## config.mk

```make
export PLATFORM = sky130hd
export DESIGN_NAME = dfs_fault_status
export DESIGN_NICKNAME = d
export VERILOG_FILES = /design/src/dfs_pkg.sv /design/src/dfs_sync_if.sv /design/src/dfs_fault_status.sv /design/src/dfs_sync.sv
export SDC_FILE = /design/constraint.sdc
export NUM_CORES = 1
export LEC_CHECK = 0
export ABC_AREA = 1
export BUFFER_PORTS_ARGS = -buffer_cell sky130_fd_sc_hd__buf_2
export CAP_MARGIN = 10
export CORE_ASPECT_RATIO = 1.1
export CORE_UTILIZATION = 45
export DETAILED_ROUTE_END_ITERATION = 7
export GPL_TIMING_DRIVEN = 1
export HOLD_SLACK_MARGIN = 0.1
export PLACE_DENSITY = 0.76
export SETUP_SLACK_MARGIN = 0.15
export SYNTH_ARGS = -nofsm -noshare
export SYNTH_HDL_FRONTEND = slang
export SYNTH_HIERARCHICAL = 1
export SYNTH_SLANG_ARGS = --single-unit
```

## constraint.sdc

```tcl
create_clock -name CLOCK -period 3.6 [get_ports CLOCK]
set_clock_uncertainty 0.05 [all_clocks]
set_input_delay 0.72 -clock CLOCK [delete_from_list [all_inputs] [get_ports CLOCK]]
set_output_delay 0.72 -clock CLOCK [all_outputs]
set_load 0.02 [all_outputs]
```

## src/dfs_pkg.sv

```systemverilog
// package for the disk drive fault and status block
// assumes a single 25 MHz system clock and synchronous active-high reset
package dfs_pkg;
  // register offsets (byte addresses, one aligned word each)
  localparam logic [7:0] DFS_OFS_CTRL = 8'h00;
  localparam logic [7:0] DFS_OFS_STATUS = 8'h04;
  localparam logic [7:0] DFS_OFS_ERROR = 8'h08;
  localparam logic [7:0] DFS_OFS_DRIVE_STATUS_ONE = 8'h0C;
  localparam logic [7:0] DFS_OFS_DRIVE_STATUS_TWO = 8'h10;
  localparam logic [7:0] DFS_OFS_SPEED = 8'h14;
  // control register fields
  localparam int DFS_CTRL_FCLR_BIT = 0;
  localparam int DFS_CTRL_WINH_BIT = 1;
  localparam int DFS_CTRL_RTZ_BIT = 2;
  // status register fields
  localparam int DFS_ST_OPER_BIT = 0;
  localparam int DFS_ST_FAULT_BIT = 1;
  localparam int DFS_ST_WINH_BIT = 2;
  localparam int DFS_ST_ONLINE_BIT = 3;
  localparam int DFS_ST_SEEKFIN_BIT = 4;
  localparam int DFS_ST_RTZ_BIT = 5;
  localparam int DFS_ST_DCPWR_BIT = 6;
  localparam int DFS_ST_SPINDLE_BIT = 7;
  // error register fields
  localparam int DFS_ERR_HEAD_BIT = 0;
  localparam int DFS_ERR_RDWR_BIT = 1;
  localparam int DFS_ERR_RDER_BIT = 2;
  localparam int DFS_ERR_ERNODRV_BIT = 3;
  localparam int DFS_ERR_ERBOTH_BIT = 4;
  localparam int DFS_ERR_DRVNOER_BIT = 5;
  localparam int DFS_ERR_NOCYL_BIT = 6;
  localparam int DFS_ERR_LOWV_BIT = 7;
  // reset values
  localparam logic [7:0] DFS_ERR_RESET = 8'h00;
  localparam logic [7:0] DFS_DSB_RESET = 8'h00;
  localparam logic [31:0] DFS_UNMAPPED_READ = 32'h0000_0000;
  // spindle speed thresholds in rpm
  localparam logic [15:0] DFS_RPM_READY = 16'h0898;  // 2200
  localparam logic [15:0] DFS_RPM_POWER = 16'h07D0;  // 2000
  // geometry of the operator controls
  localparam int DFS_UNIT_LINES = 9;
  localparam int DFS_HEADS = 19;
  localparam int DFS_SEL_POS = 12;
  // status source selector
  typedef enum logic [1:0] {
    DFS_SRC_FILE_BUS,
    DFS_SRC_DRIVE_STATUS_ONE,
    DFS_SRC_DRIVE_STATUS_TWO,
    DFS_SRC_NONE
  } dfs_src_type;
endpackage

```

## src/dfs_sync_if.sv

```systemverilog
// interface carrying the synchronised panel and controller inputs
// assumes both ends share the CLOCK domain of the top module
`timescale 1ns/1ps
`default_nettype none
interface dfs_sync_if #(parameter int WIDTH = 64);
  logic [WIDTH-1:0] raw;
  logic [WIDTH-1:0] sync;
  modport sync_end (input raw, output sync);
  modport user_end (output raw, input sync);
endinterface // dfs_sync_if
`default_nettype wire

```

## src/dfs_fault_status.sv

```systemverilog
// fault detection, operable logic and operator controls of a disk storage unit
// assumes panel switches and the controller enable line are asynchronous, controller requests and Wishbone on CLOCK
//
// Operation
// - operable needs heads, no fault, speed, plug, online
// - ready lamp follows operable
// - maintenance lamp: dc off or off line
// - write-inhibit button toggles inhibit state
// - multiple head selects set fault latch
// - read with write or erase faults
// - erase with no or both drivers faults
// - write driver without erase faults
// - select off cylinder or low voltage faults
// - fault clear resets latch, flags, registers
// - clearing sole blocker starts return-to-zero
// - plug drives one of nine address lines
// - off line refuses seek, read, write
// - source selector picks bus or status group
// - twelve-position select picks one of 28
// - maintenance fault lamp on any error bit
// - dc off drops spindle then power
// - first seek done at track zero
`timescale 1ns/1ps
`default_nettype none
module dfs_fault_status
  import dfs_pkg::*;
#(
  parameter int HEADS = DFS_HEADS,
  parameter int UNIT_LINES = DFS_UNIT_LINES
) (
  input wire logic CLOCK,
  input wire logic SYS_RST,
  // wishbone classic slave
  input wire logic WB_CYC_I,
  input wire logic WB_STB_I,
  input wire logic WB_WE_I,
  input wire logic [7:0] WB_ADR_I,
  input wire logic [3:0] WB_SEL_I,
  input wire logic [31:0] WB_DAT_I,
  output logic [31:0] WB_DAT_O,
  output logic WB_ACK_O,
  // drive condition inputs
  input wire logic HEADS_LOADED,
  input wire logic [15:0] SPINDLE_RPM,
  input wire logic ON_CYLINDER,
  input wire logic AT_TRACK_ZERO,
  input wire logic LOW_VOLTAGE,
  input wire logic [HEADS-1:0] HEAD_SELECT,
  input wire logic READ_SELECT,
  input wire logic WRITE_SELECT,
  input wire logic ERASE_SELECT,
  input wire logic [1:0] WRITE_DRIVER,
  input wire logic [7:0] INBOUND_FILE_BUS,
  input wire logic [7:0] DRIVE_STATUS_IN,
  input wire logic DRIVE_STATUS_LOAD,
  input wire logic SEEK_FINISHED_SET,
  // controller side
  input wire logic CONTROLLER_ENABLE_LINE,
  input wire logic CTRL_SEEK_REQ,
  input wire logic CTRL_READ_REQ,
  input wire logic CTRL_WRITE_REQ,
  // panel switches
  input wire logic DC_SWITCH_ON,
  input wire logic ON_LINE_SWITCH,
  input wire logic WRITE_INHIBIT_BUTTON,
  input wire logic FAULT_BUTTON,
  input wire logic CLEAR_FAULT_BUTTON,
  input wire logic [UNIT_LINES-1:0] UNIT_PLUG,
  input wire logic SPARE_PLUG,
  input wire logic [1:0] STATUS_SOURCE,
  input wire logic [3:0] STATUS_SELECT,
  // outputs
  output logic OPERABLE,
  output logic READY_LAMP,
  output logic MAINTENANCE_LAMP,
  output logic WRITE_INHIBIT_LAMP,
  output logic FAULT_BUTTON_LAMP,
  output logic MAINT_FAULT_LAMP,
  output logic [UNIT_LINES-1:0] UNIT_ADDRESS,
  output logic UNIT_PLUG_LAMP,
  output logic STATUS_LAMP,
  output logic STATUS_TEST_N,
  output logic SEEK_GRANT,
  output logic READ_GRANT,
  output logic WRITE_GRANT,
  output logic RTZ_SEEK,
  output logic SPINDLE_DRIVE,
  output logic DC_POWER
);
  // ten single-bit inputs, select 4, source 2 and the spare plug beside the plug lines
  localparam int SW = 17 + UNIT_LINES;

  ////////////////////////////////////////////////////////////////////////////
  // input synchronisers
  dfs_sync_if #(.WIDTH(SW)) sw_if ();
  assign sw_if.raw = {STATUS_SELECT, STATUS_SOURCE, SPARE_PLUG, UNIT_PLUG,
                      CLEAR_FAULT_BUTTON, FAULT_BUTTON, WRITE_INHIBIT_BUTTON,
                      ON_LINE_SWITCH, DC_SWITCH_ON, CONTROLLER_ENABLE_LINE,
                      HEADS_LOADED, LOW_VOLTAGE, ON_CYLINDER, AT_TRACK_ZERO};
  dfs_sync #(.WIDTH(SW)) u_sync (
    .clk(CLOCK),
    .rst(SYS_RST),
    .port(sw_if.sync_end)
  );

  logic [3:0] sel_s;
  logic [1:0] src_s;
  logic spare_s, clrb_s, fltb_s, winb_s, online_s, dcon_s, cen_s;
  logic loaded_s, lowv_s, oncyl_s, trk0_s;
  logic [UNIT_LINES-1:0] plug_s;
  assign {sel_s, src_s, spare_s, plug_s, clrb_s, fltb_s, winb_s, online_s, dcon_s,
          cen_s, loaded_s, lowv_s, oncyl_s, trk0_s} = sw_if.sync;

  ////////////////////////////////////////////////////////////////////////////
  // registered buttons and bus decode
  logic winb_q, fltb_q, clrb_q;
  always_ff @(posedge CLOCK) begin
    if (SYS_RST) begin
      winb_q <= 1'b0;
      fltb_q <= 1'b0;
      clrb_q <= 1'b0;
    end else begin
      winb_q <= winb_s;
      fltb_q <= fltb_s;
      clrb_q <= clrb_s;
    end
  end

  logic wb_req, wb_wr, wb_lane0;
  assign wb_req = WB_CYC_I && WB_STB_I && !WB_ACK_O;
  assign wb_wr = wb_req && WB_WE_I;
  assign wb_lane0 = WB_SEL_I[0];

  logic sw_clear;
  assign sw_clear = wb_wr && wb_lane0 && (WB_ADR_I == DFS_OFS_CTRL)
                    && WB_DAT_I[DFS_CTRL_FCLR_BIT];
  logic fault_clear;
  assign fault_clear = (fltb_s && !fltb_q) || (clrb_s && !clrb_q) || sw_clear;

  ////////////////////////////////////////////////////////////////////////////
  // fault detection, plain combinational conditions
  function automatic logic more_than_one(input logic [HEADS-1:0] v);
    return (v & (v - HEADS'(1))) != '0;
  endfunction

  logic any_sel;
  logic [7:0] cond;
  assign any_sel = READ_SELECT || WRITE_SELECT || ERASE_SELECT;
  always_comb begin
    cond = '0;
    cond[DFS_ERR_HEAD_BIT] = more_than_one(HEAD_SELECT);
    cond[DFS_ERR_RDWR_BIT] = READ_SELECT && WRITE_SELECT;
    cond[DFS_ERR_RDER_BIT] = READ_SELECT && ERASE_SELECT;
    cond[DFS_ERR_ERNODRV_BIT] = ERASE_SELECT && (WRITE_DRIVER == 2'b00);
    cond[DFS_ERR_ERBOTH_BIT] = ERASE_SELECT && (WRITE_DRIVER == 2'b11);
    cond[DFS_ERR_DRVNOER_BIT] = (WRITE_DRIVER != 2'b00) && !ERASE_SELECT;
    cond[DFS_ERR_NOCYL_BIT] = any_sel && !oncyl_s;
    cond[DFS_ERR_LOWV_BIT] = lowv_s;
  end

  // sticky error bits, set wins over clear
  logic [7:0] error_q;
  always_ff @(posedge CLOCK) begin
    if (SYS_RST) begin
      error_q <= DFS_ERR_RESET;
    end else if (fault_clear) begin
      error_q <= cond;
    end else begin
      error_q <= error_q | cond;
    end
  end

  logic fault_latch_q;
  always_ff @(posedge CLOCK) begin
    if (SYS_RST) begin
      fault_latch_q <= 1'b0;
    end else begin
      fault_latch_q <= (fault_clear ? 1'b0 : fault_latch_q) | (|cond);
    end
  end

  ////////////////////////////////////////////////////////////////////////////
  // drive status registers and seek finished
  // a single clear may race a pending load; the operator presses again
  logic [7:0] drive_status_one_q, drive_status_two_q;
  logic seek_fin_q;
  always_ff @(posedge CLOCK) begin
    if (SYS_RST) begin
      drive_status_one_q <= DFS_DSB_RESET;
      drive_status_two_q <= DFS_DSB_RESET;
    end else if (DRIVE_STATUS_LOAD) begin
      drive_status_one_q <= DRIVE_STATUS_IN;
      drive_status_two_q <= drive_status_one_q;
    end else if (fault_clear) begin
      drive_status_one_q <= DFS_DSB_RESET;
      drive_status_two_q <= DFS_DSB_RESET;
    end
  end

  always_ff @(posedge CLOCK) begin
    if (SYS_RST) begin
      seek_fin_q <= 1'b0;
    end else if (SEEK_FINISHED_SET) begin
      seek_fin_q <= 1'b1;
    end else if (fault_clear) begin
      seek_fin_q <= 1'b0;
    end
  end

  ////////////////////////////////////////////////////////////////////////////
  // write inhibit toggle
  logic winh_q;
  always_ff @(posedge CLOCK) begin
    if (SYS_RST) begin
      winh_q <= 1'b0;
    end else if (winb_s && !winb_q) begin
      winh_q <= !winh_q;
    end else if (wb_wr && wb_lane0 && (WB_ADR_I == DFS_OFS_CTRL)) begin
      winh_q <= WB_DAT_I[DFS_CTRL_WINH_BIT];
    end
  end

  ////////////////////////////////////////////////////////////////////////////
  // power sequencing and plug
  logic spin_ok, spin_pwr_ok, plug_ok;
  assign spin_ok = SPINDLE_RPM > DFS_RPM_READY;
  assign spin_pwr_ok = SPINDLE_RPM >= DFS_RPM_POWER;
  // one-hot plug only, spare plug withholds the unit
  assign plug_ok = $onehot(plug_s) && !spare_s;

  logic dc_pwr_q;
  always_ff @(posedge CLOCK) begin
    if (SYS_RST) begin
      dc_pwr_q <= 1'b0;
    end else if (dcon_s) begin
      dc_pwr_q <= 1'b1;
    end else if (!spin_pwr_ok) begin
      dc_pwr_q <= 1'b0;
    end
  end

  ////////////////////////////////////////////////////////////////////////////
  // operable, return-to-zero and first seek
  logic others_ok, oper_d;
  logic seek_done_q, rtz_q, loaded_q;
  assign others_ok = loaded_s && spin_ok && plug_ok && online_s && cen_s;
  assign oper_d = others_ok && !fault_latch_q && seek_done_q;

  always_ff @(posedge CLOCK) begin
    if (SYS_RST) begin
      loaded_q <= 1'b0;
    end else begin
      loaded_q <= loaded_s;
    end
  end

  always_ff @(posedge CLOCK) begin
    if (SYS_RST) begin
      rtz_q <= 1'b0;
    end else if (rtz_q && trk0_s) begin
      rtz_q <= 1'b0;
    end else if (fault_clear && fault_latch_q && others_ok) begin
      rtz_q <= 1'b1;
    end else if ((loaded_s && !loaded_q) || (wb_wr && wb_lane0 && (WB_ADR_I == DFS_OFS_CTRL)
                 && WB_DAT_I[DFS_CTRL_RTZ_BIT])) begin
      rtz_q <= 1'b1;
    end
  end

  always_ff @(posedge CLOCK) begin
    if (SYS_RST) begin
      seek_done_q <= 1'b0;
    end else if (!loaded_s || rtz_q && !trk0_s) begin
      seek_done_q <= 1'b0;
    end else if (trk0_s) begin
      seek_done_q <= 1'b1;
    end
  end

  ////////////////////////////////////////////////////////////////////////////
  // status sampling multiplexer
  logic [7:0] src_bits;
  logic picked;
  always_comb begin
    case (dfs_src_type'(src_s))
      DFS_SRC_FILE_BUS: src_bits = INBOUND_FILE_BUS;
      DFS_SRC_DRIVE_STATUS_ONE: src_bits = drive_status_one_q;
      DFS_SRC_DRIVE_STATUS_TWO: src_bits = drive_status_two_q;
      default: src_bits = '0;
    endcase
    // positions 0-7 per group, 8-11 fixed signals
    case (sel_s)
      4'h8: picked = fault_latch_q;
      4'h9: picked = seek_fin_q;
      4'hA: picked = winh_q;
      4'hB: picked = oper_d;
      default: picked = (sel_s < 4'h8) ? src_bits[sel_s[2:0]] : 1'b0;
    endcase
  end

  ////////////////////////////////////////////////////////////////////////////
  // registered outputs
  always_ff @(posedge CLOCK) begin
    if (SYS_RST) begin
      OPERABLE <= 1'b0;
      READY_LAMP <= 1'b0;
      MAINTENANCE_LAMP <= 1'b1;
      WRITE_INHIBIT_LAMP <= 1'b0;
      FAULT_BUTTON_LAMP <= 1'b0;
      MAINT_FAULT_LAMP <= 1'b0;
      UNIT_ADDRESS <= '0;
      UNIT_PLUG_LAMP <= 1'b0;
      STATUS_LAMP <= 1'b0;
      STATUS_TEST_N <= 1'b1;
      SEEK_GRANT <= 1'b0;
      READ_GRANT <= 1'b0;
      WRITE_GRANT <= 1'b0;
      RTZ_SEEK <= 1'b0;
      SPINDLE_DRIVE <= 1'b0;
      DC_POWER <= 1'b0;
    end else begin
      OPERABLE <= oper_d;
      READY_LAMP <= oper_d;
      MAINTENANCE_LAMP <= !dcon_s || !online_s;
      WRITE_INHIBIT_LAMP <= winh_q;
      FAULT_BUTTON_LAMP <= fault_latch_q;
      MAINT_FAULT_LAMP <= |error_q;
      UNIT_ADDRESS <= plug_ok ? plug_s : '0;
      UNIT_PLUG_LAMP <= |plug_s;
      STATUS_LAMP <= picked;
      STATUS_TEST_N <= !picked;
      SEEK_GRANT <= CTRL_SEEK_REQ && oper_d;
      READ_GRANT <= CTRL_READ_REQ && oper_d;
      WRITE_GRANT <= CTRL_WRITE_REQ && oper_d && !winh_q;
      RTZ_SEEK <= rtz_q;
      SPINDLE_DRIVE <= dcon_s;
      DC_POWER <= dc_pwr_q;
    end
  end

  ////////////////////////////////////////////////////////////////////////////
  // wishbone read and ack
  logic [31:0] rd_d;
  always_comb begin
    case (WB_ADR_I)
      DFS_OFS_CTRL: rd_d = {29'h0, rtz_q, winh_q, 1'b0};
      DFS_OFS_STATUS: rd_d = {24'h0, spin_ok, dc_pwr_q, rtz_q, seek_fin_q, online_s,
                              winh_q, fault_latch_q, oper_d};
      DFS_OFS_ERROR: rd_d = {24'h0, error_q};
      DFS_OFS_DRIVE_STATUS_ONE: rd_d = {24'h0, drive_status_one_q};
      DFS_OFS_DRIVE_STATUS_TWO: rd_d = {24'h0, drive_status_two_q};
      DFS_OFS_SPEED: rd_d = {16'h0, SPINDLE_RPM};
      default: rd_d = DFS_UNMAPPED_READ;
    endcase
  end

  always_ff @(posedge CLOCK) begin
    if (SYS_RST) begin
      WB_ACK_O <= 1'b0;
      WB_DAT_O <= '0;
    end else begin
      WB_ACK_O <= wb_req;
      WB_DAT_O <= rd_d;
    end
  end
endmodule // dfs_fault_status
`default_nettype wire

```

## src/dfs_sync.sv

```systemverilog
// two-stage synchroniser for a vector of asynchronous inputs
// assumes the receiving logic runs on the same clock
`timescale 1ns/1ps
`default_nettype none
module dfs_sync #(
  parameter int WIDTH = 64
) (
  input wire logic clk,
  input wire logic rst,
  dfs_sync_if.sync_end port
);
  logic [WIDTH-1:0] stage1_q;
  logic [WIDTH-1:0] stage2_q;

  // first stage feeds only the second stage
  always_ff @(posedge clk) begin
    if (rst) begin
      stage1_q <= '0;
      stage2_q <= '0;
    end else begin
      stage1_q <= port.raw;
      stage2_q <= stage1_q;
    end
  end

  assign port.sync = stage2_q;
endmodule // dfs_sync
`default_nettype wire

```

==> results of run 1 <==
what timing repair did:
item                                    CTS  global route
pin swaps                                 5             3
hold buffers                              0             0
hold endpoints to repair                  0             0
setup buffers                             1             1
endpoints found under the setup margin   17            17
gates resized for setup                   9            12
cloned                                    0             0
layout by cell type, fill, tap and decap left out, drive strengths merged, types with 10 or more instances in the layout:
master and count:
nand3 47, dfxtp 126, clkbuf 20, nor2 157, o21ai 19, inv 129
nor3 10, buf 151, conb 16, a21oi 34, nand2 163
per-stage QoR:
stage / util / total power, mW
finish: 0.583 / 3.68
global route: 0.583 / 3.83
CTS: 0.579 / 3.71
detailed placement: 0.522 / 1.83
global placement: 0.522 / 1.82
floorplan: - / 1.72
worst paths after layout:
check                         to  depth (start not counted)  slack (ns)
min          u_sync/port.sync[1]                          2        0.35
max                  WRITE_GRANT                         17        0.06
max reg2reg          WRITE_GRANT                         17        0.06
min reg2reg  u_sync/port.sync[1]                          2        0.35
per-layer routing:
metal / GRT usage / vias to the layer above
met3: 0.0554 / 23
met1: 0.246 / 2205
met4: 0.0916 / 0
li1: - / 2592
met5: 0 / -
met2: 0.352 / 202
sequential cells by signal (all words and copies together), names as in the netlist, 8 cells and up:
register and count:
WB_DAT_O 16, u_sync/stage1_q 26, drive_status_one_q 8, u_sync/port.sync 26
drive_status_two_q 8, error_q 8, UNIT_ADDRESS 9
critical path, delay by kind of cell, from the launching register on:
| family | cells | cell delay, ns |
|---|---|---|
| simple gates | 7 | 0.63 |
| flops | 1 | 0.32 |
| fa+ha+maj | 5 | 2.10 |
| buf+inv | 5 | 0.37 |
power breakdown:
group          switching [mW]  internal, mW
Sequential             0.0313          1.45
Clock                   0.614          1.26
Combinational           0.207         0.122
Total                   0.853          2.83
area by class of cell:
type / instances / area (um^2) / share of cell area
Antenna cell: 1 / 2.50 / 0.000358
Clock buffer: 20 / 447 / 0.0639
Clock inverter: 12 / 208 / 0.0297
Inverter: 126 / 473 / 0.0677
Multi-Input combinational cell: 484 / 2360 / 0.338
Sequential cell: 126 / 2520 / 0.361
Tap cell: 154 / 193 / 0.0276
Timing Repair Buffer: 151 / 779 / 0.112
cell families after synthesis:
family | after synthesis
other cells | 1
fa+ha+maj | 8
buf+inv | 160
flops | 126
compound gates | 71
simple gates | 389
==> flow_summary_export.csv, run 1 <==
group,metric,value,unit
synthesis,synth_top_cells_by_area,"dfxtp_1, nand2_1, nor2_1",
finish,fin_area,6990,um^2
grt,grt_use_total,0.209,
drt,drt_iter0_drc,227,
grt,antenna_found_initial,1,
setup_path,cp-startpoint,"u_sync/port.sync[10]",
drt,top_layer_used,"met4",
power,ir_worst_vdd,0.310,mV
finish,layout.nets,1050,
synthesis,synth_mux_area_frac,0,
setup_path,crit_slowest_cell,"fa_1",
drt,drt-total-wl,12.7,mm
synthesis,synth-compound-area-share,0.0778,
synthesis,ys.flop_type,"dfxtp_1",
grt,grt_pass1_wl,20.7,mm
setup_path,path_max_fanout,4,
floorplanning,die_y,118,um
min_path,min_from,"u_sync/stage1_q[1]",
clock_network,clock_sinks,126,
timing,relSlewSlack,0.604,
synthesis,netlist_area,5500,um^2
synthesis,synth_commonest_cells,"nand2_1, nor2_1, dfxtp_1",
drt,wl_met3,897,um
timing,timing.hold.ws,0.348,ns
grt,grt_max_degree,51,
floorplanning,row_count,42,
drt,drcViolationCount,0,
drt,routed_via_density,4.68,
synthesis,synth_cells,755,
synthesis,ys_types,36,
floorplanning,initial_core_util,0.459,
clock_network,cts.htree.levels,4,
placed_design,gp_congestion,0.945,
placed_design,dpl_worst_slack,-0.0526,ns
timing,rsz0062_at_grt,"yes",
synthesis,ys_warn_count,6,
setup_path,criticalPathCategory,"flip-flop to flip-flop",
placed_design,postPlaceCellArea,6250,um^2
clock_network,cts_root_buf,"clkbuf_16",
synthesis,synth_top_area_frac,0.458,
synthesis,ys_async_sr_fraction,0,
grt,overflow,0,
setup_path,path_cells,"inv_2, fa_1, fa_1, fa_1, inv_1, fa_2, inv_2, fa_1, nand2_1, nor3_2, nand2_1, inv_2, nand2_4, nor2_4, buf_6, nand3_4, nor2_1",
timing,drv_slew,0,
setup_path,cpPeakStageDelay,0.56,ns
floorplanning,ios,193,
placed_design,io_buffers,144,
synthesis,yosys.area.top_type,"dfxtp_1",
clock_network,clk_path_buf_depth,2,
setup_path,reg2reg_from,"u_sync/port.sync[10]",
setup_path,cp.arrival,3.82,ns
timing,setup_slack,0.0637,ns
outcome,status,"finished, final reports clean",
timing,max_freq,283,MHz
placed_design,dpl.hpwl,9.38,mm
setup_path,end_kind,"flip-flop",
setup_path,startpoint_type,"flip-flop",
clock_network,cts_buffers,17,
run,cap_violations,0,
clock_network,clk_pin_slew,0.06,ns
timing,period_share,0.982,
finish,syn_to_final_growth,27.0,%
synthesis,ys_seq_area_frac,0.458,
drt,first_pass_iters,5,
finish,fin_cells,1074,
power,p_per_area,527,nW/um^2
floorplanning,coreArea,12000,um^2
timing,tightest_slew,0.594,ns
floorplanning,dieWidth,107,um
synthesis,synth_top_family_by_area,"simple AND/OR/NAND/NOR gates",
synthesis,synth_xor_area_frac,0,
synthesis,ys_seq_elements,126,
synthesis,avgSynthCellArea,7.29,um^2
synthesis,synthMostInstantiatedCell,"nand2_1",
timing,setup_violations,0,
grt,grt_pass1_vias,4567,
power,leakage,3.38,nW
floorplanning,dieArea,12700,um^2
placed_design,dp.cells,1039,
drt,drt-wirelength-per-cell,11.9,um
drt,ant_nets,0,
clock_network,clk_latency,0.41,ns
drt,vias,5022,
timing,finalSetupTns,0,ns
timing,period_needed,3.54,ns
setup_path,crit_required,3.89,ns
timing,hold_violations,0,
synthesis,synth_fa_ha_area_frac,0.0250,
synthesis,synth_edf_count,0,
setup_path,crit_top_cell,"fa_1",
synthesis,synth-simple-area-share,0.305,
drt,m1WireLength,5.38,mm
finish,nFillCells,1127,
min_path,hold_class,"flip-flop to flip-flop",
drt,wl_met2,6.20,mm
clock_network,cts_tree,"built",
finish,drive_gt1_frac,0.264,
Power figures use the tool's default switching activity.
==> run 2: changes to the inputs <==
==> constraint.sdc (replaced) <==
create_clock -name CLOCK -period 3.6 [get_ports CLOCK]
set_clock_uncertainty 0.05 [all_clocks]
set_input_delay 0.18 -clock CLOCK [delete_from_list [all_inputs] [get_ports CLOCK]]
set_output_delay 0.18 -clock CLOCK [all_outputs]
set_load 0.02 [all_outputs]
==> run 2 against run 1 <==
Core utilization rose by 4.0 points. Critical path depth did not move. Largest cell class unchanged. Worst hold slack got worse by 0.23 ns. Register-to-register slack barely moved. Non-clock buffer count rose by 57.
==> flow_summary_export.csv, run 2 (same netlist as run 1, synthesis figures left out) <==
group,metric,value,unit
outcome,status,"finished, final reports clean",
timing,drv_slew,0,
timing,setup_violations,0,
floorplanning,initial_core_util,0.459,
power,ir_worst_vdd,0.320,mV
min_path,min_from,"WRITE_DRIVER[1]",
timing,max_freq,283,MHz
floorplanning,die_y,118,um
setup_path,crit_required,3.82,ns
min_path,hold_class,"input port to flip-flop",
finish,fin_area,7470,um^2
timing,period_share,0.982,
grt,grt_use_total,0.215,
clock_network,cts.htree.levels,4,
finish,utilization,0.623,
placed_design,io_buffers,144,
grt,grt_pass1_wl,21.4,mm
power,p_per_area,461,nW/um^2
drt,routed_via_density,4.67,
timing,rsz0062_at_grt,"yes",
grt,overflow,0,
grt,grt_max_degree,53,
clock_network,clk_pin_slew,0.06,ns
power,p_sw,898,uW
setup_path,cp.arrival,3.76,ns
floorplanning,ios,193,
placed_design,dpl.hpwl,9.34,mm
floorplanning,dieArea,12700,um^2
placed_design,postPlaceCellArea,6250,um^2
drt,drt-wirelength-per-cell,11.8,um
drt,first_pass_iters,5,
power,clkPwrFrac,0.458,
setup_path,startpoint_type,"flip-flop",
setup_path,ff2ff_path_depth,17,
finish,layout_commonest_cell,"nand2_1",
timing,period_needed,3.53,ns
clock_network,clk_path_buf_depth,2,
grt,antenna_found_initial,1,
setup_path,end_kind,"flip-flop",
power,pwr-share-seq,0.430,
setup_path,criticalPathCategory,"flip-flop to flip-flop",
timing,hold_violations,0,
setup_path,ff2ff_setup_slack,0.07,ns
drt,drcViolationCount,0,
finish,layout.nets,1107,
min_path,whs_endpoint,"error_q[5]",
finish,syn_to_final_growth,35.7,%
finish,final_cell_mix,"nand2_1, buf_2, nor2_1",
finish,drive_gt1_frac,0.253,
clock_network,cts_buffers,17,
finish,nFillCells,1052,
drt,drt_iter0_drc,290,
floorplanning,row_count,42,
power,p_int,2.55,mW
timing,relSlewSlack,0.611,
placed_design,gp_congestion,0.946,
run,cap_violations,0,
power,switching_share,0.261,
min_path,worstHoldPathCells,3,
timing,finalSetupTns,0,ns
setup_path,reg2reg_from,"u_sync/port.sync[10]",
floorplanning,dieWidth,107,um
drt,ant_nets,0,
clock_network,clk_latency,0.41,ns
drt,vias,5279,
setup_path,path_max_fanout,2,
timing,timing.hold.ws,0.119,ns
power,combPwrFrac,0.111,
setup_path,reg2reg_to,"STATUS_TEST_N",
clock_network,cts_root_buf,"clkbuf_16",
power,leakage,3.55,nW
grt,grt_pass1_vias,4952,
timing,tightest_slew,0.584,ns
drt,drt-total-wl,13.3,mm
clock_network,clock_sinks,126,
floorplanning,coreArea,12000,um^2
clock_network,cts_tree,"built",
==> run 2: cell count changes in the layout (fill, tap and decap cells not counted), sizes merged <==
cell	change
bufinv	-5
clkbuf	-1
clkinv	+3
clkinvlp	+1
dlygate4sd3	+57
inv	+2
==> run 2: timing repair <==
action                                  CTS  global route
endpoints found under the hold margin    53             0
pin swaps                                 2             0
hold buffers                             57             0
endpoints found under the setup margin   17            17
buffers inserted                          1             1
gates resized for setup                   8            12
==> run 2: area by class of cell <==
type	instances	area, um^2	share of cell area
flip-flops and latches	126	2520	0.338
clock buffers	19	453	0.0607
well taps	154	193	0.0258
diodes	1	2.50	0.000335
inverters	126	473	0.0633
repair buffers	208	1350	0.181
multi-input cells	484	2370	0.317
clock inverters	13	105	0.0141
==> run 2: stage by stage <==
| stage | setup slack, ns | cells | total power, mW |
|---|---|---|---|
| final | 0.0654 | 1131 | 3.44 |
| after global routing | -0.114 | 1131 | 3.59 |
| after CTS | 0.0302 | 1129 | 3.45 |
| after detailed placement | -0.0124 | 1039 | 1.83 |
| after global placement | 0.0515 | 1039 | 1.82 |
| after floorplan | 0.173 | 770 | 1.72 |
==> run 2: routing by layer <==
| metal | up-vias | global-route usage | wire [um] |
|---|---|---|---|
| li1 | 2701 | - | - |
| met1 | 2323 | 0.247 | 5660 |
| met2 | 219 | 0.375 | 6410 |
| met3 | 36 | 0.0432 | 830 |
| met4 | 0 | 0.105 | 431 |
| met5 | - | 0 | 0 |
==> run 2: power groups by stage <==
stage          sequential, mW  combinational, mW  clock [mW]
6_report                 1.48              0.384        1.58
5_1_grt                  1.49              0.429        1.67
4_1_cts                  1.48              0.368        1.60
3_5_place_dp             1.51              0.317           0
3_3_place_gp             1.51              0.313           0
2_1_floorplan            1.51              0.210           0
==> run 2: critical path, stage by stage, from the launching register on <==
cell     delay (ns)
dfxtp_2        0.32
inv_2          0.04
fa_1           0.56
fa_1           0.43
fa_1           0.43
inv_1          0.07
fa_2           0.20
inv_2          0.04
fa_1           0.47
nand2_1        0.06
nor3_2         0.14
nand2_1        0.07
inv_2          0.06
nand2_2        0.05
nor2_2         0.11
nand3_1        0.11
nand3_2        0.12
nand3_1        0.06
==> run 2: worst max path at each step <==
stage          depth (start not counted)            startpoint       endpoint  slack [ns]
6_report                              17  u_sync/port.sync[10]  STATUS_TEST_N        0.07
5_1_grt                               17  u_sync/port.sync[10]  STATUS_TEST_N       -0.11
4_1_cts                               17  u_sync/port.sync[10]    WB_DAT_O[0]        0.03
3_5_place_dp                          17  u_sync/port.sync[10]     READ_GRANT       -0.01
3_3_place_gp                          17  u_sync/port.sync[10]     READ_GRANT        0.05
2_1_floorplan                         17  u_sync/port.sync[10]  STATUS_TEST_N        0.17
==> run 3: changes to the inputs <==
CORE_UTILIZATION = 47   (was 45)
CTS_BUF_LIST = sky130_fd_sc_hd__clkbuf_8   (was not set)
PLACE_DENSITY = 0.79   (was 0.76)
==> run 3 against run 2 <==
The run now ends with DRC left. Sequential power barely moved. Non-clock buffer count is 5 higher. Clock power down 25%. Critical path type unchanged. Largest power group is now sequential cells.
==> flow_summary_export.csv, run 3 (same netlist as run 1, synthesis figures left out) <==
group,metric,value,unit
drt,first_pass_iters,6,
timing,drv_slew,0,
clock_network,cts_buffers,17,
drt,drt-total-wl,13.4,mm
floorplanning,dieArea,12100,um^2
setup_path,end_kind,"flip-flop",
grt,grt_max_degree,52,
finish,antennaDiodeCount,0,
floorplanning,ios,193,
timing,relSlewSlack,0.612,
setup_path,crit_required,3.86,ns
finish,utilization,0.640,
setup_path,path_cells,"inv_2, fa_1, fa_1, fa_1, inv_2, fa_2, inv_2, fa_1, nand2_1, nor3_2, nand2_1, inv_2, nand2_2, nor2_4, buf_6, a31oi_1, nor2_1",
clock_network,cts_root_buf,"clkbuf_8",
clock_network,clk_pin_slew,0.08,ns
outcome,violations,"DRC",
drt,vias,5202,
grt,grt_pass1_wl,22.1,mm
clock_network,clock_sinks,126,
outcome,status,"complete, but fails checks",
timing,setup_violations,0,
setup_path,cp.arrival,3.76,ns
grt,grt_use_total,0.231,
timing,tightest_slew,0.581,ns
power,leakage,3.50,nW
timing,hold_violations,0,
timing,period_needed,3.51,ns
drt,drt_iter0_drc,285,
finish,syn_to_final_growth,33.1,%
floorplanning,initial_core_util,0.481,
placed_design,dpl.hpwl,9.56,mm
grt,grt_pass1_vias,4883,
clock_network,clk_latency,0.43,ns
timing,period_share,0.974,
drt,drt-wirelength-per-cell,11.9,um
drt,drcViolationCount,2,
setup_path,cpPeakStageDelay,0.55,ns
placed_design,gp_congestion,0.916,
finish,final_cell_mix,"nand2_1, buf_2, nor2_1",
clock_network,cts_tree,"built",
finish,layout.nets,1112,
finish,drive_gt1_frac,0.246,
setup_path,path_max_fanout,3,
drt,routed_via_density,4.60,
timing,finalSetupTns,0,ns
clock_network,clk_path_buf_depth,2,
power,p_per_area,416,nW/um^2
timing,max_freq,285,MHz
power,ir_worst_vdd,0.302,mV
setup_path,startpoint_type,"flip-flop",
timing,rsz0062_at_grt,"yes",
drt,ant_nets,0,
finish,layout_commonest_cell,"nand2_1",
power,finalPower,3.05,mW
setup_path,criticalPathCategory,"flip-flop to flip-flop",
min_path,hold_class,"input port to flip-flop",
floorplanning,row_count,41,
placed_design,io_buffers,144,
floorplanning,dieWidth,105,um
clock_network,cts.htree.levels,4,
setup_path,crit_slowest_cell,"fa_1",
floorplanning,die_y,115,um
run,cap_violations,0,
floorplanning,coreArea,11400,um^2
grt,overflow,0,
grt,antenna_found_initial,0,
run 3: cell count changes in the layout (fill, tap and decap cells not counted), moves of 2 or more:
cell / delta
clkbuf_8: +17
nor2_4: +2
dlygate4sd3_1: +6
nand3_1: +2
nand2_2: -2
nor2_2: -2
clkbuf_16: -17
nand2_1: +2
nand3_2: -2
run 3: power breakdown:
group	leakage, nW	switching (mW)	total [mW]	internal (mW)
Combinational	2.27	0.215	0.383	0.168
Clock	0.191	0.591	1.19	0.596
Sequential	1.03	0.0315	1.48	1.45
run 3: path summary, 6_finish.rpt:
| path | startpoint | endpoint | slack [ns] | cells after the start |
|---|---|---|---|---|
| worst max-delay path | u_sync/port.sync[10] | rtz_q | 0.09 | 17 |
| worst min-delay path | WB_WE_I | winh_q | 0.13 | 5 |
| worst max register to register | u_sync/port.sync[10] | rtz_q | 0.09 | 17 |
| worst min register to register | u_sync/stage1_q[10] | u_sync/port.sync[10] | 0.35 | 2 |
run 3: critical path: cells and delay by family, from the launching register on:
family                   cells  cell delay, ns
AO/OA/AOI/OAI                1            0.12
adder cells (fa/ha/maj)      5            2.22
buffers and inverters        5            0.31
flip-flops                   1            0.32
AND/OR/NAND/NOR              6            0.35
run 3: through the flow:
step	hold WS, ns	setup slack, ns	cell area, um^2	instances
2_1_floorplan	0.237	0.173	5560	770
3_3_place_gp	0.330	0.0558	6250	1035
3_5_place_dp	0.336	-0.0558	6250	1035
4_1_cts	0.108	0.0273	7290	1130
5_1_grt	0.121	-0.137	7320	1131
6_report	0.129	0.0926	7320	1131
run 3: cell type report:
type / count / area (um^2)
fillers: 980 / 4120
flip-flops and latches: 126 / 2520
multi-input cells: 484 / 2350
repair buffers: 213 / 1400
inverters: 126 / 473
clock buffers: 19 / 262
well taps: 150 / 188
clock inverters: 13 / 130
run 3: timing repair:
item / in CTS / in global routing
gates cloned: 0 / 0
gates resized for setup: 9 / 8
pin swaps: 4 / 3
hold buffers: 63 / 0
hold endpoints to repair: 60 / 0
endpoints found under the setup margin: 10 / 17
buffers inserted: 0 / 1
run 3: per-layer routing:
layer / GRT usage / wire [um]
met5: 0 / 0
met4: 0.105 / 298
met1: 0.266 / 5720
met3: 0.0534 / 708
met2: 0.413 / 6710
